File: src/design/mcr_pkg.sv
package mcr_pkg;
   // Bus widths and calibration register count
   localparam int ADDR_W = 6;
   localparam int DATA_W = 24;
   localparam int CAL_W = 12;
   localparam int CAL_N = 10;
   localparam int ONES_W = 8;
   localparam int IDX_W = 4;

   // Register addresses
   localparam logic [5:0] ADDR_C_CURRENT_RMS_OFFSET = 6'h31;
   localparam logic [5:0] ADDR_A_VOLTAGE_RMS_OFFSET = 6'h32;
   localparam logic [5:0] ADDR_B_VOLTAGE_RMS_OFFSET = 6'h33;
   localparam logic [5:0] ADDR_C_VOLTAGE_RMS_OFFSET = 6'h34;
   localparam logic [5:0] ADDR_A_ACTIVE_POWER_GAIN = 6'h35;
   localparam logic [5:0] ADDR_B_ACTIVE_POWER_GAIN = 6'h36;
   localparam logic [5:0] ADDR_C_ACTIVE_POWER_GAIN = 6'h37;
   localparam logic [5:0] ADDR_A_VOLTAGE_RMS_GAIN = 6'h38;
   localparam logic [5:0] ADDR_B_VOLTAGE_RMS_GAIN = 6'h39;
   localparam logic [5:0] ADDR_C_VOLTAGE_RMS_GAIN = 6'h3a;
   localparam logic [5:0] ADDR_RSV_FIRST = 6'h3b;
   localparam logic [5:0] ADDR_RSV_LAST = 6'h3d;
   localparam logic [5:0] ADDR_READ_ONES_COUNT = 6'h3e;
   localparam logic [5:0] ADDR_DIE_REVISION = 6'h3f;

   // Index of the first slot of each calibration group
   localparam logic [3:0] IDX_RMS_OFFSET = 4'h0;
   localparam logic [3:0] IDX_ACTIVE_GAIN = 4'h4;
   localparam logic [3:0] IDX_VRMS_GAIN = 4'h7;

   // Values after reset
   localparam logic [11:0] CAL_RESET = 12'h000;
   localparam logic [7:0] ONES_RESET = 8'h00;
   localparam logic [23:0] DATA_RESET = 24'h000000;

   // Cycles from an accepted read to its data
   localparam int READ_LATENCY = 1;

   // Address falls on a calibration register
   function automatic logic is_cal(input logic [5:0] addr);
      return (addr >= ADDR_C_CURRENT_RMS_OFFSET) && (addr <= ADDR_C_VOLTAGE_RMS_GAIN);
   endfunction

   // Address falls in the empty hole
   function automatic logic is_rsv(input logic [5:0] addr);
      return (addr >= ADDR_RSV_FIRST) && (addr <= ADDR_RSV_LAST);
   endfunction

   // Slot of a calibration register in the array
   function automatic logic [3:0] cal_index(input logic [5:0] addr);
      logic [5:0] diff;
      diff = addr - ADDR_C_CURRENT_RMS_OFFSET;
      return diff[3:0];
   endfunction
endpackage

File: src/design/mcr_rd_if.sv
`timescale 1ns/100ps
interface mcr_rd_if;
   // One read leaving the port, and the ones count kept for it
   logic rd_fire;
   logic [23:0] rd_word;
   logic [7:0] ones_q;

   modport regs (output rd_fire, output rd_word, input ones_q);
   modport counter (input rd_fire, input rd_word, output ones_q);
endinterface
File: src/design/mcr_cal_regs.sv
`timescale 1ns/100ps
// Functional notes
// - Checksum holds ones count of last read
// - Three 12-bit active power gain registers
// - Three 12-bit voltage rms gain registers
// - Four 12-bit rms offsets, reset to zero
// - Read-only ignore writes; read-write take both
module mcr_cal_regs #(
   parameter int CAL_W = 12,
   parameter logic [7:0] REVISION = 8'h5a // Arbitrary value
) (
   input wire logic mclk,
   input wire logic rst_n,
   input wire logic ce,
   input wire logic [5:0] reg_addr,
   input wire logic reg_wr,
   input wire logic [23:0] reg_wdata,
   input wire logic reg_rd,
   input wire logic [23:0] lower_rdata,
   output logic [23:0] reg_rdata,
   output logic reg_rd_valid,
   output logic [3:0][CAL_W-1:0] rms_offset,
   output logic [2:0][CAL_W-1:0] active_gain,
   output logic [2:0][CAL_W-1:0] vrms_gain
);
   localparam int PAD_W = mcr_pkg::DATA_W - CAL_W;

   mcr_rd_if rd ();

   logic [CAL_W-1:0] cal_q [mcr_pkg::CAL_N];
   logic [23:0] rdata_q;
   logic rd_valid_q;

   // Address decode
   wire logic cal_hit = mcr_pkg::is_cal(reg_addr);
   wire logic rsv_hit = mcr_pkg::is_rsv(reg_addr);
   wire logic ones_hit = (reg_addr == mcr_pkg::ADDR_READ_ONES_COUNT);
   wire logic rev_hit = (reg_addr == mcr_pkg::ADDR_DIE_REVISION);
   wire logic lower_hit = (reg_addr < mcr_pkg::ADDR_C_CURRENT_RMS_OFFSET);
   wire logic [3:0] cal_idx = mcr_pkg::cal_index(reg_addr);
   wire logic cal_wr = ce && reg_wr && cal_hit;
   wire logic rd_take = ce && reg_rd;

   // Read data selection
   wire logic [23:0] cal_word = {{PAD_W{1'b0}}, cal_q[cal_idx]};
   wire logic [23:0] ones_word = {16'h0000, rd.ones_q};
   wire logic [23:0] rev_word = {16'h0000, REVISION};
   wire logic [23:0] rd_mux =
      cal_hit ? cal_word :
      ones_hit ? ones_word :
      rev_hit ? rev_word :
      lower_hit ? lower_rdata :
      mcr_pkg::DATA_RESET;

   // Every read leaving the port feeds the checksum
   assign rd.rd_fire = rd_take;
   assign rd.rd_word = rd_mux;

   mcr_ones_count u_ones (
      .mclk(mclk),
      .rst_n(rst_n),
      .ce(ce),
      .rd(rd.counter)
   );

   // Calibration storage; only this range holds writable state
   always_ff @(posedge mclk) begin
      if (!rst_n) begin
         for (int i = 0; i < mcr_pkg::CAL_N; i++) begin
            cal_q[i] <= mcr_pkg::CAL_RESET[CAL_W-1:0];
         end
      end else if (cal_wr) begin
         cal_q[cal_idx] <= reg_wdata[CAL_W-1:0];
      end
   end

   // Read answer, one cycle after the request
   always_ff @(posedge mclk) begin
      if (!rst_n) begin
         rdata_q <= mcr_pkg::DATA_RESET;
         rd_valid_q <= 1'b0;
      end else if (ce) begin
         rd_valid_q <= rd_take;
         if (rd_take) begin
            rdata_q <= rd_mux;
         end
      end
   end

   assign reg_rdata = rdata_q;
   assign reg_rd_valid = rd_valid_q;

   // Calibration values toward the metering datapath
   genvar g;
   generate
      for (g = 0; g < 4; g++) begin : g_off
         assign rms_offset[g] = cal_q[32'(mcr_pkg::IDX_RMS_OFFSET) + g];
      end
      for (g = 0; g < 3; g++) begin : g_gain
         assign active_gain[g] = cal_q[32'(mcr_pkg::IDX_ACTIVE_GAIN) + g];
         assign vrms_gain[g] = cal_q[32'(mcr_pkg::IDX_VRMS_GAIN) + g];
      end
   endgenerate

   // Flat view of all calibration storage for checks
   wire logic [10*CAL_W-1:0] cal_flat = {vrms_gain, active_gain, rms_offset};
endmodule

File: src/design/mcr_ones_count.sv
`timescale 1ns/100ps
module mcr_ones_count (
   input wire logic mclk,
   input wire logic rst_n,
   input wire logic ce,
   mcr_rd_if.counter rd
);
   // Population count of a read word
   function automatic logic [7:0] ones_of(input logic [23:0] word);
      logic [7:0] n;
      n = 8'h00;
      for (int i = 0; i < mcr_pkg::DATA_W; i++) begin
         n = n + {7'h00, word[i]};
      end
      return n;
   endfunction

   // Checksum follows every read sent out
   always_ff @(posedge mclk) begin
      if (!rst_n) begin
         rd.ones_q <= mcr_pkg::ONES_RESET;
      end else if (ce && rd.rd_fire) begin
         rd.ones_q <= ones_of(rd.rd_word);
      end
   end
endmodule

File: config.mk
export PLATFORM = sky130hd
export DESIGN_NAME = mcr_cal_regs
export DESIGN_NICKNAME = d
export VERILOG_FILES = /design/src/design/mcr_pkg.sv /design/src/design/mcr_rd_if.sv /design/src/design/mcr_cal_regs.sv /design/src/design/mcr_ones_count.sv
export SDC_FILE = /design/constraint.sdc
export NUM_CORES = 1
export LEC_CHECK = 0
export BUFFER_PORTS_ARGS = -buffer_cell sky130_fd_sc_hd__buf_2
export CAP_MARGIN = 10
export CORE_UTILIZATION = 40
export CTS_BUF_LIST = sky130_fd_sc_hd__clkbuf_2
export DETAILED_ROUTE_END_ITERATION = 10
export SKIP_LAST_GASP = 1
export SYNTH_ARGS = -nofsm -noshare
export SYNTH_HDL_FRONTEND = slang
export SYNTH_SLANG_ARGS = --single-unit
File: constraint.sdc
create_clock -name mclk -period 11.6 [get_ports mclk]
set_input_delay 2.32 -clock mclk [delete_from_list [all_inputs] [get_ports mclk]]
set_output_delay 2.32 -clock mclk [all_outputs]
set_load 0.02 [all_outputs]
# Word level (Yosys, flattened, before mapping)
# Memory sizes are Yosys's and may differ from the RTL's.
# Cells that the tools add are included.
# Widths: inputs -> output; s select.
# word_totals
n_memories	1
register_bits	33
wordCells	51
input_bits	59
out_inout_bits	145
ram_bits	120
# mem_list
memory	words	word_bits	read_ports	rd_clocked_by_memory_dff	wr	line_no	text
cal_q	10	12	11	0	10	mcr_cal_regs.sv:30	logic [CAL_W-1:0] cal_q [mcr_pkg::CAL_N];
# classes
n_reduce_logical	7
addsub	24
eq_ne	2
magnitude_cmp	3
n_mux	11
# op_table
cell	count
$add 8x1->8	22
$mux 24	4
$eq 6x6->1 const B	2
$mux 12	1
$reduce_or 12->1	1
$ge 6x6->1 const B	1
$le 6x6->1 const B	1
$lt 6x6->1 const B	1
$logic_and 1x1->1	5
$mux 1	5
$mux 4	1
$sub 4x1->4 const B	1
$add 1x1->2	1
$reduce_and 2->1	1

# Longest topological paths before layout
# Gate-level depths: netlist of run 1.
# depth
ltp_word	28
mapped_depth	27
mapped_depth_nobuf	23

# By module
# Synthesis of run 1 repeated with hierarchy kept, for this count alone.
# hier_totals
cells_unflattened	786
area_unflattened_um2	10541.4
# modules_own_cells
module	cells_each	seq_area_each_um2	area_each_um2	n_inst
mcr_cal_regs	688	6266.0	9636.7	1
mcr_ones_count	98	120.1	904.6	1

# Least setup slack after synthesis of run 1
# Ideal clock, no wire load.
# synth_path
path_type	in2reg
start	input port reg_addr[0]
end	register u_ones.rd.ones_q[2]
setup_ps	124
setup_slack_ps	2802
arrival_ps	8674
cell_stages	26
t_required_ps	11476
n_path_buf	5
path_cell_list	buf_4 -> buf_2 -> buf_2 -> inv_1 -> ha_1 -> clkbuf_1 -> clkbuf_1 -> mux4_2 -> a32o_1 -> a31oi_1 -> a31oi_1 -> ha_1 -> inv_1 -> fa_1 -> fa_1 -> inv_1 -> fa_1 -> inv_1 -> fa_1 -> fa_1 -> fa_1 -> fa_1 -> nor2b_1 -> nor2_1 -> o21ai_0 -> a21boi_0
# synth_between
elab_chain_cells	28
elab_cells_between_ends	35
classes_between	add/sub (24); order compare (3); eq/ne (2); mux (4); reduce/logical (1); memory (1)
# synth_rtl
element	line_no	text
from (decl)	mcr_cal_regs.sv:15	input wire logic [5:0] reg_addr,
parallel branches: the longest is 4 deep, another holds $mem_v2 10x12	-	
$mux 24 (*)	mcr_cal_regs.sv:49	cal_hit ? cal_word :
via rd.rd_word[0]	mcr_rd_if.sv:5	logic [23:0] rd_word;
$add 1x1->2 (*)	mcr_ones_count.sv:13	n = n + {7'h00, word[i]};
$add 8x1->8 (*) (22 in series)	mcr_ones_count.sv:13	
to (signal assigned)	mcr_ones_count.sv:21	rd.ones_q <= mcr_pkg::ONES_RESET;
to (signal assigned)	mcr_ones_count.sv:23	rd.ones_q <= ones_of(rd.rd_word);
to (decl)	mcr_rd_if.sv:9	modport counter (input rd_fire, input rd_word, output ones_q);
# Mark *: on every way through the listed nets, which the timed path passes.
# A chain may end at the register's enable or synchronous reset.

# Worst setup path in the final report of run 1
# layout_path
start	input port reg_addr[0]
end	register u_ones.rd.ones_q[2]
# layout_between
elab_chain_cells	28
elab_cells_between_ends	35
classes_between	add/sub (24); order compare (3); eq/ne (2); mux (4); reduce/logical (1); memory (1)
# layout_rtl
element	line_no
parallel branches: the longest is 4 deep, another holds $mem_v2 10x12	-
$mux 24 (*)	mcr_cal_regs.sv:49
$add 1x1->2	mcr_ones_count.sv:13
$add 8x1->8 (21 in series)	mcr_ones_count.sv:13
$add 8x1->8 (*)	mcr_ones_count.sv:13
# Mark *: on every way between the ends.

==> results of run 1 <==
-- through the flow --
stage	hold WS [ns]	instances	power, µW	setup WS [ns]
5_1_grt	0.506	1307	1960	2.62
4_1_cts	0.476	1306	1870	2.89
2_1_floorplan	0.440	723	1230	2.80
6_report	0.473	1307	1850	2.93
3_5_place_dp	0.463	1212	1370	2.00
3_3_place_gp	0.452	1212	1350	2.04
-- per-layer routing --
metal	vias up	wire length [µm]	global-route usage, %
met4	0	1050	9.91
li1	3130	-	-
met3	57	2890	6.41
met5	-	0	0
met2	370	13900	36.5
met1	3482	12000	30.0
-- worst paths after layout --
check	endpoint	slack, ns
max	u_ones.rd.ones_q[2]	2.93
min	reg_rdata[15]	0.47
max reg2reg	u_ones.rd.ones_q[2]	5.69
min reg2reg	reg_rdata[15]	0.47
-- power by group through the flow --
stage	Clock (µW)	Combinational, µW	Sequential (µW)
final	510	432	912
after global routing	559	483	916
after detailed placement	0	435	930
after floorplan	0	269	960
after global placement	0	424	930
after CTS	521	437	912
-- synth_stat cells, types with 3 or more instances --
cell      number  share of area, %
a21boi_0       6              0.44
a21oi_1       10              0.49
a31oi_1        5              0.31
and2_1        53               3.2
and3_1         5              0.31
buf_2         16              0.78
clkbuf_1      22              0.81
dfxtp_1       30               5.9
edfxtp_1     192                56
fa_1          17               3.3
ha_1          11               1.3
inv_1         37               1.4
mux2i_1       18               1.8
mux4_2        50                11
nand2_1       71               2.6
nand2b_1       5              0.31
nand3_1        8              0.39
nand4_1        4              0.24
nor2_1        84               3.1
nor2b_1        4              0.24
nor3_1         5              0.24
o211a_1        3              0.29
o21a_1         4              0.29
o21ai_0       19              0.93
o221a_2        5              0.55
o22ai_1        8              0.49
-- state kept, by name (all words and copies together) (netlist names) --
register and flops:
reg_rdata 24, u_ones.rd.ones_q 5, reg_rd_valid 1, cal_q 192
-- critical path: stages --
cell      delay, ns
buf_4          0.45
inv_1          0.20
ha_2           0.89
buf_4          0.52
mux4_2         0.38
mux4_2         0.53
nand2_1        0.11
and2_1         0.19
fa_1           0.43
fa_1           0.51
inv_1          0.06
fa_1           0.50
inv_1          0.06
fa_1           0.54
fa_1           0.43
fa_1           0.43
fa_1           0.41
nor2b_1        0.16
nor2_1         0.05
o21ai_0        0.10
a21boi_0       0.09
-- cell type report --
class	count	area [µm²]
Inverter	37	139
Multi-Input combinational cell	422	3540
Tap cell	330	413
Clock buffer	84	420
Fill cell	2384	13100
Antenna cell	1	2.50
Clock inverter	10	48.8
Sequential cell	222	6370
Timing Repair Buffer	201	1030
-- kinds of logic (layout without fill, tap and decap cells) --
family,Yosys count,in the layout,synth area share (%)
AO/OA/AOI/OAI,75,75,5.07
XOR/XNOR,2,2,0.245
adder cells (fa/ha/maj),28,28,4.68
buffers and inverters,79,332,3.40
flip-flops,222,222,62.3
multiplexers,68,68,12.8
other,0,1,0
AND/OR/NAND/NOR,249,249,11.6
==> flow_metrics.tcl, run 1 <==
set metrics [dict create \
    fin_setup_tns_ns 0 \
    drive_gt1_share_pct 36.4 \
    cts_resized 0 \
    crit_required_ns 12.31 \
    maxCapViolations 0 \
    crit_path_start_kind "primary input" \
    worstRegToRegCells 19 \
    postCtsHoldBufs 0 \
    power_frac_comb_pct 23.3 \
    dieWidth_um 162 \
    routed_wl_mm 29.9 \
    grt_max_degree 42 \
    postCtsSetupRepairBufs 0 \
    hp-class "reg2reg" \
    cts_sinks 222 \
    syn_area_um2 10200 \
    dp_hpwl_mm 20.0 \
    ctsHtreeMaxLevel 2 \
    netSwitchingFraction_pct 31.8 \
    synth_top_flop_cell "edfxtp_1" \
    skew_ns 0.106 \
    grt_antenna_before_repair 1 \
    numCtsBuffers 58 \
    postLayoutCoreUtil_pct 47.6 \
    mostFrequentLayoutCells "edfxtp_1 (192), buf_2 (190), nor2_1 (84), clkbuf_2 (84), nand2_1 (71)" \
    max-clock-path-buffers 3 \
    worstSetupPathType "in2reg" \
    yosys_warnings 0 \
    grt-ovfl-total 0 \
    worst_pin_slew_ns 1.15 \
    setup_viol 0 \
    ios 204 \
    p_per_area_nw_per_um2 155 \
    intPower_uw 1270 \
    min_from "reg_rdata[15]" \
    drtAntennaViolNets 0 \
    yosysSeqAreaShare_pct 62.3 \
    fin_crit_ns 8.67 \
    avgSynthCellArea_um2 14.1 \
    critPathMaxFanout 29 \
    area_growth_pct 17.0 \
    drc_errors 0 \
    synth_seq_cells 222 \
    grt_usage_pct 23.1 \
    rsz0062_at_grt "false" \
    async_flop_share_pct 0 \
    p_seq_share_pct 49.2 \
    r2r-start "cal_q[4][1]" \
    clockPowerShare_pct 27.5 \
    p_leak_uw 0.00455 \
    switchingPower_uw 589 \
    cp.arrival_ns 9.38 \
    maxSlewHeadroom_pct 22.9 \
    die_h_um 162 \
    ir_drop_mv 0.0764 \
    cts_root_buf "clkbuf_2" \
    finalHoldViolCount 0 \
    wl_per_cell_um 22.9 \
    fp-row-count 58 \
    fin_nets 1029 \
    maxSlewViolCount 0 \
    final.period_utilization_pct 74.7 \
    die_area_um2 26200 \
    synth_edf_count 192 \
    synth_cell_types 52 \
    clk_pin_slew_ns 0.09 \
    dpl-instance-area_um2 11500 \
    core-area_um2 25100 \
    grt_pass1_wl_mm 43.8 \
    vias 7039 \
    synthCells 723 \
    via_per_inst 5.39 \
    design_area_um2 12000 \
    crit_path_end_kind "flop" \
    synthesis.nets 810 \
    drt_iter0_drc 564 \
    dr.pass1.iters 5 \
    insertion_delay_ns 0.87 \
    worstHoldPathCells 2 \
    start_util_pct 40.7 \
    fmax_mhz 115 \
    startpoint "reg_addr[0]" \
    cts_tree "done" \
    grt_pass1_vias 7156 \
    mostFrequentLayoutCell "edfxtp_1" \
    gp_congestion 0.788 \
    status "finished clean" \
    io_buffers 191 \
]
Power figures use the tool's default switching activity.
==> run 2, diff against run 1 <==
- clock period: 11.6 -> 7.5 ns (I/O delays scaled with it)
==> flow_metrics.tcl, run 2 (same netlist as run 1, synthesis figures left out) <==
set metrics [dict create \
    status "finished, violations left" \
    violations "DRC" \
    setup_viol 0 \
    cts_resized 0 \
    largest_reg_flops 192 \
    fin_crit_ns 6.70 \
    rr_endpoint "u_ones.rd.ones_q[2]" \
    ir_drop_mv 0.169 \
    regArea_um2 6370 \
    gp_congestion 0.843 \
    top_register "cal_q" \
    instances_no_fill 1337 \
    cts_sinks 222 \
    skew_ns 0.0816 \
    start_util_pct 40.7 \
    wl_per_cell_um 20.8 \
    die_area_um2 26200 \
    startpoint "reg_addr[1]" \
    postCtsHoldBufs 0 \
    area_growth_pct 19.4 \
    grt-ovfl-total 0 \
    worstSetupPathType "in2reg" \
    mostFrequentLayoutCells "edfxtp_1 (192), buf_2 (190), nor2_1 (84), clkbuf_2 (84), nand2_1 (71)" \
    via_per_inst 5.23 \
    hp-class "reg2reg" \
    cp.arrival_ns 7.39 \
    ctsHtreeMaxLevel 2 \
    critPathMaxFanout 4 \
    dp.cells 1233 \
    maxSlewViolCount 0 \
    grt_pass1_vias 7131 \
    fillCellCount 2348 \
    dp_hpwl_mm 20.4 \
    routed_wl_mm 27.9 \
    crit_path_end_kind "flop" \
    vias 6999 \
    ios 204 \
    multi_input_area_um2 3550 \
    grt_pass1_wl_mm 42.1 \
    crit_required_ns 8.19 \
    cts_tree "done" \
    clk_pin_slew_ns 0.10 \
    crit_chain "buf_2 -> inv_1 -> ha_4 -> xor2_4 -> mux4_2 -> a32o_1 -> a31oi_1 -> a31oi_1 -> ha_1 -> inv_1 -> fa_1 -> fa_1 -> inv_1 -> fa_1 -> inv_1 -> fa_1 -> fa_1 -> fa_2 -> fa_1 -> nor2b_1 -> nor2_1 -> o21ai_0 -> a21boi_0" \
    p_per_area_nw_per_um2 239 \
    mostFrequentLayoutCell "edfxtp_1" \
    worst_pin_slew_ns 1.15 \
    core-area_um2 25100 \
    fmax_mhz 149 \
    min_from "reg_rdata[15]" \
    crit_family "adder cells" \
    crit_slowest_cell "fa_1" \
    grt_usage_pct 21.5 \
    grt_antenna_before_repair 1 \
    cp_num_buf_inv 5 \
    grt_max_degree 42 \
    cts_root_buf "clkbuf_2" \
    crit_path_start_kind "primary input" \
    worstRegToRegCells 19 \
    drive_gt1_share_pct 37.5 \
    postCtsSetupRepairBufs 0 \
    drt_iter0_drc 585 \
    whs_endpoint "reg_rdata[15]" \
    io_buffers 191 \
    cp_common_cell "fa_1" \
    fin_nets 1048 \
    drc_errors 2 \
    numCtsBuffers 56 \
    finalHoldViolCount 0 \
    insertion_delay_ns 0.87 \
    dieWidth_um 162 \
    drtAntennaViolNets 0 \
    pre_cts_slack_ns -0.0504 \
    worst_slack_ns 0.795 \
    maxSlewHeadroom_pct 23.2 \
    maxCapViolations 0 \
    max-clock-path-buffers 3 \
    r2r-start "cal_q[5][1]" \
    worstHoldPathCells 2 \
    cp_slowest_stage_delay_ns 0.54 \
    dr.pass1.iters 8 \
    final.period_utilization_pct 89.4 \
    rrSetupSlack_ns 1.59 \
    rsz0062_at_grt "false" \
    p_leak_uw 0.00468 \
    postLayoutCoreUtil_pct 48.6 \
    die_h_um 162 \
    fp-row-count 58 \
]
run 2: area by class of cell:
cell class / count / share of cell area, %
clock buffer: 84 / 3.44
antenna: 3 / 0.0615
tap: 330 / 3.38
sequential: 222 / 52.2
multi-input combinational: 422 / 29.1
clock inverter: 17 / 0.830
inverter: 37 / 1.14
timing repair buffer: 222 / 9.86
run 2: power breakdown:
part	switching [µW]	internal, µW	leakage, µW
sequential	31.5	1380	0.00188
combinational	384	288	0.00240
clock	495	337	0.000396
total	910	2010	0.00468
run 2: how the worst max path moves through the flow:
stage	slack [ns]	depth (start not counted)	to
2_1_floorplan	0.002	25	u_ones.rd.ones_q[2]
3_3_place_gp	0.02	23	u_ones.rd.ones_q[2]
3_5_place_dp	-0.05	23	u_ones.rd.ones_q[2]
4_1_cts	0.80	23	u_ones.rd.ones_q[2]
5_1_grt	0.50	23	u_ones.rd.ones_q[2]
6_report	0.80	23	u_ones.rd.ones_q[2]
run 2: metrics by stage:
step	total power (µW)	hold WS (ns)	area, µm²	TNS (ns)
floorplan	1900	0.440	10300	0
global placement	2100	0.452	11700	0
detailed placement	2120	0.461	11700	-0.0504
CTS	2950	0.474	12200	0
global route	3100	0.515	12200	0
finish	2920	0.474	12200	0
run 2: per-layer routing:
metal	vias up	track usage [%]	wire length [µm]
li1	3173	-	-
met1	3488	28.9	11800
met2	301	34.5	13300
met3	37	5.41	2390
met4	0	6.22	459
met5	-	0	0
run 2: tightest hold or removal path, stage by stage (launching register included):
cell and delay, ns:
dfxtp_1 0.32, nand2_1 0.05, a21boi_0 0.06
